$ cat src/logic/slpc_pkg.sv
// package for the sleep-mode controller: register map, field layout,
// mode codes, state codes and wake-up cycle counts.
// assumes a single 100 MHz clock; all counts are in cycles of that clock.
package slpc_pkg;

    // register bus geometry
    localparam int ADDR_W = 2;
    localparam int DATA_W = 8;

    // register offsets (indices on the plain register port)
    localparam logic [1:0] OFS_PSC = 2'h0;  // power_state_control
    localparam logic [1:0] OFS_AUX = 2'h1;  // comparator off, timer irq mask
    localparam logic [1:0] OFS_STAT = 2'h2; // state and latched mode

    // power_state_control fields
    localparam int PSC_ARM_BIT = 0;
    localparam int PSC_MODE_LSB = 1;
    localparam int PSC_MODE_MSB = 3;
    // auxiliary control fields
    localparam int AUX_CMP_OFF_BIT = 0;
    localparam int AUX_T2_OVF_BIT = 1;
    localparam int AUX_T2_CMP_BIT = 2;
    // status fields
    localparam int STAT_MODE_LSB = 4;

    // values after reset
    localparam logic PSC_ARM_RST = 1'h0;
    localparam logic [2:0] PSC_MODE_RST = 3'h0;
    localparam logic AUX_CMP_OFF_RST = 1'h0;
    localparam logic [1:0] AUX_T2_MASK_RST = 2'h0;

    // low_power_kind_field codes; 3'h4, 3'h5 and 3'h7 are reserved
    localparam logic [2:0] MODE_IDLE = 3'h0;
    localparam logic [2:0] MODE_NOISE = 3'h1;
    localparam logic [2:0] MODE_PDOWN = 3'h2;
    localparam logic [2:0] MODE_PSAVE = 3'h3;
    localparam logic [2:0] MODE_STANDBY = 3'h6;

    // clock_source_fuses code for an external clock drive
    localparam logic [3:0] FUSE_EXT_CLOCK = 4'h0;

    // cycle counts
    localparam int CNT_W = 16;
    localparam int CLK_PERIOD_NS = 10;
    localparam int HALT_CK = 4;        // stall before the handler
    localparam int STANDBY_WAKE_CK = 6; // oscillator kept running
    localparam int EXT_CLK_WAKE_CK = 6; // external clock start-up
    localparam logic [CNT_W-1:0] HALT_LOAD = CNT_W'(HALT_CK - 1);
    localparam logic [CNT_W-1:0] STANDBY_LOAD = CNT_W'(STANDBY_WAKE_CK - 1);
    localparam logic [CNT_W-1:0] EXT_CLK_LOAD = CNT_W'(EXT_CLK_WAKE_CK - 1);

    // controller states, one-hot
    typedef enum logic [3:0] {
        ST_RUN = 4'h1,
        ST_SLEEP = 4'h2,
        ST_WAKE = 4'h4,
        ST_HALT = 4'h8
    } slpc_state_e;

    // clock enable vector positions
    localparam int CK_CPU = 6;
    localparam int CK_FLASH = 5;
    localparam int CK_IO = 4;
    localparam int CK_ADC = 3;
    localparam int CK_ASY = 2;
    localparam int CK_MAIN = 1;
    localparam int CK_TOSC = 0;

endpackage

$ cat src/logic/slpc_top.sv
// sleep-mode controller: arms and enters low-power modes on the halt
// opcode, gates the clock domains per mode, qualifies wake-up sources,
// times the start-up and the fixed halt before the interrupt handler.
// assumes the core pulses i_halt_op for one cycle per halt opcode, the
// reset logic raises i_sys_reset_req for any reset source, and this block
// itself sits on an always-running clock.
//
// Contract
// - Sleep only when halt opcode executes with the arm bit set.
// - Mode field bits 3..1: idle, noise, power-down, power-save, standby.
// - Enabled interrupt wakes; stall four cycles after start-up; then handler.
// - Register file and RAM contents kept through sleep and wake.
// - Reset while asleep wakes to the reset vector, not after halt.
// - Idle stops only core and program-memory clocks.
// - Idle wakes on any enabled interrupt, external or internal.
// - Entering idle or noise mode with converter on starts a conversion.
// - Noise mode also stops peripheral clock; converter and async kept.
// - Noise mode wakes only on its listed sources.
// - Power-down stops main oscillator and all generated clocks.
// - Power-down wakes on resets, address match, upper level, lower lines.
// - Wake from power-down waits the fuse-selected start-up time.
// - Power-save keeps external timer running; its enabled events wake.
// - Standby keeps oscillator running and wakes in six cycles.
// - Comparator off bit powers comparator down, removing its wake.
`timescale 1ns/10ps
`default_nettype none
module slpc_top #(
    parameter int P_OSC_STARTUP_CK = 16384 // crystal start-up, cycles
) (
    // clock and reset
    input wire logic i_clk,
    input wire logic i_arst_n,
    // register port
    input wire logic [slpc_pkg::ADDR_W-1:0] i_addr,
    input wire logic [slpc_pkg::DATA_W-1:0] i_wdata,
    input wire logic i_wr,
    input wire logic i_rd,
    output logic [slpc_pkg::DATA_W-1:0] o_rdata,
    // core and reset logic
    input wire logic i_halt_op,
    input wire logic i_sys_reset_req,
    output logic o_core_stall,
    output logic o_irq_take,
    output logic o_reset_vector,
    // static configuration from fuses and peripherals
    input wire logic [3:0] i_clock_source_fuses,
    input wire logic i_crystal_opt,
    input wire logic i_lowfreq_timer_ext_clock_sel,
    input wire logic i_global_irq_en,
    input wire logic i_adc_enabled,
    input wire logic [3:0] i_ext_irq_upper_is_level,
    // wake-up sources from pins (asynchronous)
    input wire logic [3:0] i_ext_irq_lower_lines,
    input wire logic [3:0] i_ext_irq_upper_lines,
    // wake-up sources from on-chip logic (enabled requests)
    input wire logic i_twi_addr_match,
    input wire logic i_timer2_ovf,
    input wire logic i_timer2_cmp,
    input wire logic i_mem_ready_irq,
    input wire logic i_adc_done_irq,
    input wire logic i_cmp_irq,
    input wire logic i_other_irq,
    // clock domain enables and side effects
    output logic o_cpu_clk_en,
    output logic o_flash_clk_en,
    output logic o_io_clk_en,
    output logic o_adc_clk_en,
    output logic o_asy_clk_en,
    output logic o_main_osc_en,
    output logic o_timer_osc_en,
    output logic o_adc_start,
    output logic o_cmp_power_en
);

    localparam logic [slpc_pkg::CNT_W-1:0] OSC_LOAD =
        slpc_pkg::CNT_W'(P_OSC_STARTUP_CK - 1);

    typedef struct packed {
        slpc_pkg::slpc_state_e state;
        logic arm;
        logic [2:0] mode;
        logic [2:0] slept_mode;
        logic cmp_off;
        logic [1:0] t2_mask;
        logic [slpc_pkg::CNT_W-1:0] cnt;
        logic [6:0] clk_en;
        logic [slpc_pkg::DATA_W-1:0] rdata;
        logic stall;
        logic irq_take;
        logic reset_vec;
        logic adc_start;
        logic cmp_pwr;
    } slpc_regs_s;

    slpc_regs_s regs_r;
    slpc_regs_s regs_nxt;

    logic [3:0] lower_s;
    logic [3:0] upper_s;

    // pin lines pass two flops; a level shorter than one cycle may be missed
    slpc_sync #(
        .W(8)
    ) u_pin_sync (
        .i_clk(i_clk),
        .i_arst_n(i_arst_n),
        .i_async({i_ext_irq_upper_lines, i_ext_irq_lower_lines}),
        .o_sync({upper_s, lower_s})
    );

    // reserved codes never enter sleep
    function automatic logic mode_legal(input logic [2:0] m);
        mode_legal = (m == slpc_pkg::MODE_IDLE) ||
                     (m == slpc_pkg::MODE_NOISE) ||
                     (m == slpc_pkg::MODE_PDOWN) ||
                     (m == slpc_pkg::MODE_PSAVE) ||
                     (m == slpc_pkg::MODE_STANDBY);
    endfunction

    // standby without a crystal option falls back to power-down
    function automatic logic is_standby(input logic [2:0] m,
                                        input logic xtal);
        is_standby = (m == slpc_pkg::MODE_STANDBY) && xtal;
    endfunction

    // clock enables: {cpu, flash, io, adc, asy, main, tosc}
    function automatic logic [6:0] clk_fn(input slpc_pkg::slpc_state_e s,
                                          input logic [2:0] m,
                                          input logic as2,
                                          input logic xtal);
        logic [6:0] v;
        v = '0;
        unique case (s)
            slpc_pkg::ST_RUN: begin
                v = {4'hf, as2, 1'b1, as2};
            end
            slpc_pkg::ST_SLEEP: begin
                v[slpc_pkg::CK_ASY] = as2;
                v[slpc_pkg::CK_TOSC] = as2;
                if (m == slpc_pkg::MODE_IDLE) begin
                    v[slpc_pkg::CK_IO] = 1'b1;
                    v[slpc_pkg::CK_ADC] = 1'b1;
                    v[slpc_pkg::CK_MAIN] = 1'b1;
                end else if (m == slpc_pkg::MODE_NOISE) begin
                    v[slpc_pkg::CK_ADC] = 1'b1;
                    v[slpc_pkg::CK_MAIN] = 1'b1;
                end else if (m != slpc_pkg::MODE_PSAVE) begin
                    // power-down and standby stop every generated clock
                    v = '0;
                    v[slpc_pkg::CK_MAIN] = is_standby(m, xtal);
                end
            end
            slpc_pkg::ST_WAKE: begin
                // oscillator restarts; nothing downstream yet
                v[slpc_pkg::CK_MAIN] = 1'b1;
                v[slpc_pkg::CK_ASY] = as2;
                v[slpc_pkg::CK_TOSC] = as2;
            end
            slpc_pkg::ST_HALT: begin
                // peripherals run, core still held for the fixed stall
                v = {3'h1, 1'b1, as2, 1'b1, as2};
            end
            default: v = '0;
        endcase
        clk_fn = v;
    endfunction

    // wake qualification per mode; resets are handled separately
    function automatic logic wake_fn(input logic [2:0] m,
                                     input logic t2_any,
                                     input logic t2_asy,
                                     input logic cmp_ok);
        logic lines;
        lines = (|lower_s) || (|(upper_s & i_ext_irq_upper_is_level));
        unique case (m)
            slpc_pkg::MODE_IDLE:
                wake_fn = (|lower_s) || (|upper_s) || i_twi_addr_match ||
                          t2_any || i_mem_ready_irq || i_adc_done_irq ||
                          (i_cmp_irq && cmp_ok) || i_other_irq;
            slpc_pkg::MODE_NOISE:
                wake_fn = lines || i_twi_addr_match || t2_asy ||
                          i_mem_ready_irq || i_adc_done_irq;
            slpc_pkg::MODE_PSAVE:
                wake_fn = lines || i_twi_addr_match || t2_asy;
            default:
                wake_fn = lines || i_twi_addr_match;
        endcase
    endfunction

    // start-up delay before the fixed halt; none after idle or noise mode
    function automatic logic [slpc_pkg::CNT_W-1:0] startup_fn(
            input logic [2:0] m, input logic xtal, input logic [3:0] fuse);
        if (is_standby(m, xtal)) begin
            startup_fn = slpc_pkg::STANDBY_LOAD;
        end else if (fuse == slpc_pkg::FUSE_EXT_CLOCK) begin
            startup_fn = slpc_pkg::EXT_CLK_LOAD;
        end else begin
            startup_fn = OSC_LOAD;
        end
    endfunction

    // timer events count only when enabled and interrupts are on
    logic t2_any;
    logic t2_asy;
    assign t2_any = ((i_timer2_ovf && regs_r.t2_mask[0]) ||
                     (i_timer2_cmp && regs_r.t2_mask[1])) && i_global_irq_en;
    assign t2_asy = t2_any && i_lowfreq_timer_ext_clock_sel;

    // next-state logic: register port, sequencing and derived outputs
    always_comb begin
        logic [2:0] wmode;
        logic clock_kept;
        wmode = i_wdata[slpc_pkg::PSC_MODE_MSB:slpc_pkg::PSC_MODE_LSB];
        clock_kept = (regs_r.slept_mode == slpc_pkg::MODE_IDLE) ||
                     (regs_r.slept_mode == slpc_pkg::MODE_NOISE);
        regs_nxt = regs_r;
        regs_nxt.irq_take = 1'b0;
        regs_nxt.reset_vec = 1'b0;
        regs_nxt.adc_start = 1'b0;
        regs_nxt.rdata = '0;

        // register writes; the core is stalled while asleep anyway
        if (i_wr) begin
            unique case (i_addr)
                slpc_pkg::OFS_PSC: begin
                    regs_nxt.arm = i_wdata[slpc_pkg::PSC_ARM_BIT];
                    regs_nxt.mode = wmode;
                end
                slpc_pkg::OFS_AUX: begin
                    regs_nxt.cmp_off = i_wdata[slpc_pkg::AUX_CMP_OFF_BIT];
                    regs_nxt.t2_mask = {i_wdata[slpc_pkg::AUX_T2_CMP_BIT],
                                        i_wdata[slpc_pkg::AUX_T2_OVF_BIT]};
                end
                default: begin
                end
            endcase
        end

        // read data stands in the cycle after the strobe; reserved bits 0
        if (i_rd) begin
            unique case (i_addr)
                slpc_pkg::OFS_PSC: begin
                    regs_nxt.rdata = {4'h0, regs_r.mode, regs_r.arm};
                end
                slpc_pkg::OFS_AUX: begin
                    regs_nxt.rdata = {5'h00, regs_r.t2_mask, regs_r.cmp_off};
                end
                slpc_pkg::OFS_STAT: begin
                    regs_nxt.rdata = {1'b0, regs_r.slept_mode, regs_r.state};
                end
                default: regs_nxt.rdata = '0;
            endcase
        end

        unique case (regs_r.state)
            slpc_pkg::ST_RUN: begin
                // unarmed or reserved code: halt opcode is a no-op
                if (i_halt_op && regs_r.arm &&
                    mode_legal(regs_r.mode)) begin
                    regs_nxt.state = slpc_pkg::ST_SLEEP;
                    regs_nxt.slept_mode = regs_r.mode;
                    if (i_adc_enabled &&
                        (regs_r.mode == slpc_pkg::MODE_IDLE ||
                         regs_r.mode == slpc_pkg::MODE_NOISE)) begin
                        regs_nxt.adc_start = 1'b1;
                    end
                end
            end
            slpc_pkg::ST_SLEEP: begin
                if (i_sys_reset_req) begin
                    regs_nxt.state = slpc_pkg::ST_RUN;
                    regs_nxt.reset_vec = 1'b1;
                end else if (wake_fn(regs_r.slept_mode, t2_any, t2_asy,
                                     !regs_r.cmp_off)) begin
                    if (clock_kept) begin
                        regs_nxt.state = slpc_pkg::ST_HALT;
                        regs_nxt.cnt = slpc_pkg::HALT_LOAD;
                    end else begin
                        regs_nxt.state = slpc_pkg::ST_WAKE;
                        regs_nxt.cnt = startup_fn(regs_r.slept_mode,
                                                  i_crystal_opt,
                                                  i_clock_source_fuses);
                    end
                end
            end
            slpc_pkg::ST_WAKE: begin
                if (i_sys_reset_req) begin
                    regs_nxt.state = slpc_pkg::ST_RUN;
                    regs_nxt.reset_vec = 1'b1;
                end else if (regs_r.cnt == '0) begin
                    regs_nxt.state = slpc_pkg::ST_HALT;
                    regs_nxt.cnt = slpc_pkg::HALT_LOAD;
                end else begin
                    regs_nxt.cnt = regs_r.cnt - 1'b1;
                end
            end
            slpc_pkg::ST_HALT: begin
                if (i_sys_reset_req) begin
                    regs_nxt.state = slpc_pkg::ST_RUN;
                    regs_nxt.reset_vec = 1'b1;
                end else if (regs_r.cnt == '0) begin
                    // handler runs, then code after the halt opcode
                    regs_nxt.state = slpc_pkg::ST_RUN;
                    regs_nxt.irq_take = 1'b1;
                end else begin
                    regs_nxt.cnt = regs_r.cnt - 1'b1;
                end
            end
            default: regs_nxt.state = slpc_pkg::ST_RUN;
        endcase

        // derived outputs follow the next state so they leave flops aligned
        regs_nxt.clk_en = clk_fn(regs_nxt.state, regs_nxt.slept_mode,
                                 i_lowfreq_timer_ext_clock_sel,
                                 i_crystal_opt);
        // stall also blocks core writes, so the register file and RAM
        // keep their contents through sleep and wake
        regs_nxt.stall = (regs_nxt.state != slpc_pkg::ST_RUN);
        // comparator also off in the deep modes, where it cannot wake
        regs_nxt.cmp_pwr = !regs_nxt.cmp_off &&
            (regs_nxt.state == slpc_pkg::ST_RUN ||
             regs_nxt.slept_mode == slpc_pkg::MODE_IDLE ||
             regs_nxt.slept_mode == slpc_pkg::MODE_NOISE);
    end

    // state register; every output leaves from here
    always_ff @(posedge i_clk or negedge i_arst_n) begin
        if (!i_arst_n) begin
            regs_r.state <= slpc_pkg::ST_RUN;
            regs_r.arm <= slpc_pkg::PSC_ARM_RST;
            regs_r.mode <= slpc_pkg::PSC_MODE_RST;
            regs_r.slept_mode <= slpc_pkg::PSC_MODE_RST;
            regs_r.cmp_off <= slpc_pkg::AUX_CMP_OFF_RST;
            regs_r.t2_mask <= slpc_pkg::AUX_T2_MASK_RST;
            regs_r.cnt <= '0;
            regs_r.clk_en <= 7'h7a;
            regs_r.rdata <= '0;
            regs_r.stall <= 1'b0;
            regs_r.irq_take <= 1'b0;
            regs_r.reset_vec <= 1'b0;
            regs_r.adc_start <= 1'b0;
            regs_r.cmp_pwr <= 1'b1;
        end else begin
            regs_r <= regs_nxt;
        end
    end

    // output mapping
    assign o_rdata = regs_r.rdata;
    assign o_core_stall = regs_r.stall;
    assign o_irq_take = regs_r.irq_take;
    assign o_reset_vector = regs_r.reset_vec;
    assign o_cpu_clk_en = regs_r.clk_en[slpc_pkg::CK_CPU];
    assign o_flash_clk_en = regs_r.clk_en[slpc_pkg::CK_FLASH];
    assign o_io_clk_en = regs_r.clk_en[slpc_pkg::CK_IO];
    assign o_adc_clk_en = regs_r.clk_en[slpc_pkg::CK_ADC];
    assign o_asy_clk_en = regs_r.clk_en[slpc_pkg::CK_ASY];
    assign o_main_osc_en = regs_r.clk_en[slpc_pkg::CK_MAIN];
    assign o_timer_osc_en = regs_r.clk_en[slpc_pkg::CK_TOSC];
    assign o_adc_start = regs_r.adc_start;
    assign o_cmp_power_en = regs_r.cmp_pwr;

endmodule
`default_nettype wire

$ cat src/logic/slpc_sync.sv
// two flip-flop synchroniser for pin-level inputs.
// assumes inputs are quasi-static levels; pulses shorter than one clock
// period may be missed.
`timescale 1ns/10ps
`default_nettype none
module slpc_sync #(
    parameter int W = 8
) (
    // clock and reset
    input wire logic i_clk,
    input wire logic i_arst_n,
    // asynchronous levels in, synchronised levels out
    input wire logic [W-1:0] i_async,
    output logic [W-1:0] o_sync
);

    typedef struct packed {
        logic [W-1:0] meta;
        logic [W-1:0] stable;
    } slpc_sync_s;

    slpc_sync_s sync_r;
    slpc_sync_s sync_nxt;

    // first stage feeds only the second stage
    always_comb begin
        sync_nxt.meta = i_async;
        sync_nxt.stable = sync_r.meta;
    end

    always_ff @(posedge i_clk or negedge i_arst_n) begin
        if (!i_arst_n) begin
            sync_r <= '0;
        end else begin
            sync_r <= sync_nxt;
        end
    end

    assign o_sync = sync_r.stable;

endmodule
`default_nettype wire

$ cat config.mk
export PLATFORM = sky130hd
export DESIGN_NAME = slpc_top
export DESIGN_NICKNAME = d
export VERILOG_FILES = /design/src/logic/slpc_pkg.sv /design/src/logic/slpc_top.sv /design/src/logic/slpc_sync.sv
export SDC_FILE = /design/constraint.sdc
export NUM_CORES = 1
export LEC_CHECK = 0
export BUFFER_PORTS_ARGS = -buffer_cell sky130_fd_sc_hd__buf_2
export CAP_MARGIN = 10
export CORE_MARGIN = 3
export CORE_UTILIZATION = 43
export CTS_BUF_LIST = sky130_fd_sc_hd__clkbuf_8
export CTS_CLUSTER_DIAMETER = 60
export DETAILED_ROUTE_END_ITERATION = 10
export GPL_TIMING_DRIVEN = 0
export PLACE_DENSITY = 0.68
export SKIP_LAST_GASP = 1
export SLEW_MARGIN = 0
export SYNTH_ARGS = -nofsm -noshare
export SYNTH_HDL_FRONTEND = slang
export SYNTH_SLANG_ARGS = --single-unit
export TNS_END_PERCENT = 1
$ cat constraint.sdc
create_clock -name i_clk -period 2.3 [get_ports i_clk]
set_input_delay 0.23 -clock i_clk [delete_from_list [all_inputs] [get_ports i_clk]]
set_output_delay 0.23 -clock i_clk [all_outputs]
set_load 0.05 [all_outputs]
==> results.py <==
metrics = {
    "die": {
        "floorplan.core_area_mm2": 0.00687,
        "start_util": 0.447,
        "boundaryPins": 63,
        "die-area_mm2": 0.00819,
        "chipHeight_um": 90.5,
        "die_w_um": 90.5,
        "floorplan.rows": 30,
    },
    "detailed_routing": {
        "drt-total-wl_um": 6740,
        "vias": 2558,
        "drt_pre_antenna_iters": 4,
        "avgViaCountPerCell": 5.39,
        "ant_nets_after_route": 0,
        "drc": 0,
        "avgRoutedWirePerCell_um": 14.2,
        "dr.first_iter.drc_count": 124,
    },
    "synth": {
        "synth_seq_area_share": 0.516,
        "async_reset_ff_frac": 1.00,
        "post_synth_main_area_contributors": "sky130_fd_sc_hd__dfrtp_1 46%, sky130_fd_sc_hd__dfstp_2 5.1%, sky130_fd_sc_hd__mux2_2 4.0%",
        "synth_top_area_share": 0.465,
        "number_of_unique_standard_cell_types_used_by_synthesis": 52,
        "synthesis.instances": 289,
        "yosys_most_used_dff": "sky130_fd_sc_hd__dfrtp_1",
        "synth_area_mm2": 0.00307,
        "synth_area_leader_cell": "sky130_fd_sc_hd__dfrtp_1",
        "ys_warn_count": 0,
        "syn-num-nets": 333,
        "syn_area_per_cell_um2": 10.6,
        "synth_seq_cells": 63,
        "synth-edff-count": 0,
    },
    "timing": {
        "timing.final.setup_violations": 21,
        "relative_max_transition_margin": 0.497,
        "timing_hold_violations_final": 0,
        "setup_tns_ps": -2430,
        "fmax_mhz": 403,
        "finalCritPeriodShare": 1.08,
        "finalWorstPathRequiredPeriod_ps": 2480,
        "final.setup_skew_ps": 9.02,
        "timing_max_transition_violations_final": 0,
        "timing.hold.ws_ps": 92.7,
        "timing.final.ws_setup_ps": -178,
        "grt_setup_unrepaired": "true",
        "worst_slew_pin_slew_ps": 748,
    },
    "clock_tree": {
        "ctsHtreeMaxLevel": 3,
        "clk_path_buf_depth": 2,
        "clkSlewWorstSetupHoldPaths_ps": 70,
        "clock_latency_at_the_later_pin_of_the_worst_skew_pair_ps": 350,
        "cts_tree": "built",
        "ctsRootBufferMaster": "sky130_fd_sc_hd__clkbuf_8",
        "numCtsBuffers": 9,
        "numClockSinks": 63,
    },
    "power": {
        "power.share.sequential": 0.467,
        "power_frac_comb": 0.282,
        "p_int_uw": 2070,
        "total_power_uw": 3270,
        "power.share.switching": 0.367,
        "clock_power_share": 0.251,
        "powerDensity_mw_per_mm2": 847,
        "pleak_uw": 0.00172,
        "worst_supply_voltage_drop_on_vdd_mv": 0.446,
        "netSwitchingPower_uw": 1200,
    },
    "worst_setup_path": {
        "worstPathMaxFanout": 10,
        "critical_path_class": "reg -> reg",
        "ff2ff_path_depth": 7,
        "timing.critical_path.to_type": "flop",
        "cp_data_arrival_time_ps": 2740,
        "worstSetupStartpointType": "flop",
        "critical_path_required_ps": 2560,
    },
    "run_status": {
        "run_status": "complete, but fails checks",
        "failing_checks": "negative setup slack",
    },
    "placed_design": {
        "port_buffers": 55,
        "dp.final_hpwl_um": 4810,
        "placedInstanceArea_mm2": 0.00351,
        "gp_routability_congestion": 0.828,
    },
    "layout": {
        "fin_nets": 418,
        "commonest_non_fill_non_tap_cell_in_the_layout": "sky130_fd_sc_hd__dfrtp_1",
        "insertedDiodeCount": 0,
        "drive_gt1_frac": 0.335,
        "layout_common_cells": "57 x sky130_fd_sc_hd__dfrtp_1, 56 x sky130_fd_sc_hd__buf_2, 24 x sky130_fd_sc_hd__nor2_1, 23 x sky130_fd_sc_hd__nand2_1, 21 x sky130_fd_sc_hd__buf_4",
        "design_area_mm2": 0.00385,
        "final_cell_utilization_of_the_core": 0.561,
        "area_delta_synth_final_pct": 25.6,
    },
    "global_routing": {
        "grt_usage": 0.176,
        "first_pass_grt_wire_length_um": 11500,
        "number_of_global_route_vias_before_repair": 2425,
        "grt_start_max_net_pins": 34,
        "antenna_violations_before_repair": 0,
        "grt_remaining_overflow": 0,
    },
    "hold_path": {
        "hold_path_depth": 2,
        "worstHoldPathType": "in -> reg",
    },
    "run": {
        "maxCapViolCount": 0,
    },
}
worst paths after layout:
| path | from | to | slack, ps |
|---|---|---|---|
| max in group asynchronous | i_arst_n | o_flash_clk_en | 1150 |
| min reg2reg | u_pin_sync.sync_nxt[0] | u_pin_sync.o_sync[0] | 350 |
| max reg2reg | u_pin_sync.o_sync[3] | regs_r[21] | -180 |
| max | u_pin_sync.o_sync[3] | regs_r[21] | -180 |
| min in group asynchronous | i_arst_n | o_reset_vector | 480 |
| min | i_adc_enabled | o_adc_start | 90 |
cells by family after synthesis:
family | synth area share
muxes | 0.0599
AOI/OAI and AO/OA | 0.170
other | 0.00122
buffers and inverters | 0.0518
adders and majority gates | 0.00408
DFF | 0.516
and+or+nand+nor | 0.197
stage by stage:
stage / std cells / setup WS (ps)
after floorplan: 289 / -94.3
after global placement: 440 / -385
after detailed placement: 441 / -394
after CTS: 471 / -204
after global routing: 475 / -287
final: 475 / -178
layer usage:
layer	share of wire	vias to the layer above	track usage	wire length [µm]
met4	0.019	0	0.0804	129
met3	0.055	11	0.0458	370
li1	-	1228	-	-
met5	0	-	0	0
met1	0.44	1227	0.227	2950
met2	0.49	92	0.278	3290
final cells by class:
type	count	area, µm²
well taps	96	120
multi-input cells	198	1370
repair buffers	75	460
flip-flops and latches	63	1580
fillers	623	3010
plain buffers	17	119
clock buffers	9	124
clock inverters	7	43.8
inverters	10	37.5
flip-flops by register name (all words and copies together) (netlist names):
register / flops
o_flash_clk_en: 1
o_reset_vector: 1
u_pin_sync.sync_nxt: 8
o_adc_clk_en: 1
o_core_stall: 1
o_adc_start: 1
o_rdata: 7
o_cmp_power_en: 1
u_pin_sync.o_sync: 8
o_main_osc_en: 1
o_io_clk_en: 1
o_asy_clk_en: 1
o_irq_take: 1
regs_r: 30
Yosys cell counts, drive strengths merged, types with 3 or more instances:
| cell type | number |
|---|---|
| dfrtp | 57 |
| nand2 | 24 |
| nor2 | 24 |
| a21oi | 16 |
| buf | 13 |
| nor3 | 13 |
| o221ai | 13 |
| mux2 | 11 |
| inv | 10 |
| nand3 | 10 |
| nor2b | 8 |
| o21ai | 7 |
| and2 | 6 |
| dfstp | 6 |
| mux2i | 6 |
| or3 | 6 |
| a22o | 5 |
| clkbuf | 5 |
| o311ai | 5 |
| a31oi | 4 |
| nand2b | 4 |
| nand4 | 4 |
| or4 | 4 |
| nor3b | 3 |
| o21a | 3 |
timing repair:
action | CTS | global route
setup endpoints to repair | 21 | 23
gates resized for setup | 4 | 0
hold buffers | 9 | 0
setup buffers | 6 | 4
pin swaps | 5 | 2
hold endpoints to repair | 35 | 0
worst max-delay path, cell delays in order (launching register included):
cell and delay, ps:
sky130_fd_sc_hd__dfrtp_1 360, sky130_fd_sc_hd__or4_4 510, sky130_fd_sc_hd__or4_4 470, sky130_fd_sc_hd__nand4bb_4 240, sky130_fd_sc_hd__o221ai_4 250, sky130_fd_sc_hd__o21a_4 210, sky130_fd_sc_hd__buf_8 150, sky130_fd_sc_hd__mux2i_1 200
power groups by stage:
stage	registers, µW	clock network (µW)	logic, µW
finish	1520	818	922
global route	1550	896	1010
CTS	1520	838	921
detailed placement	1530	0	902
global placement	1530	0	880
floorplan	1560	0	621
No activity file was read; power rests on OpenSTA's default activity.
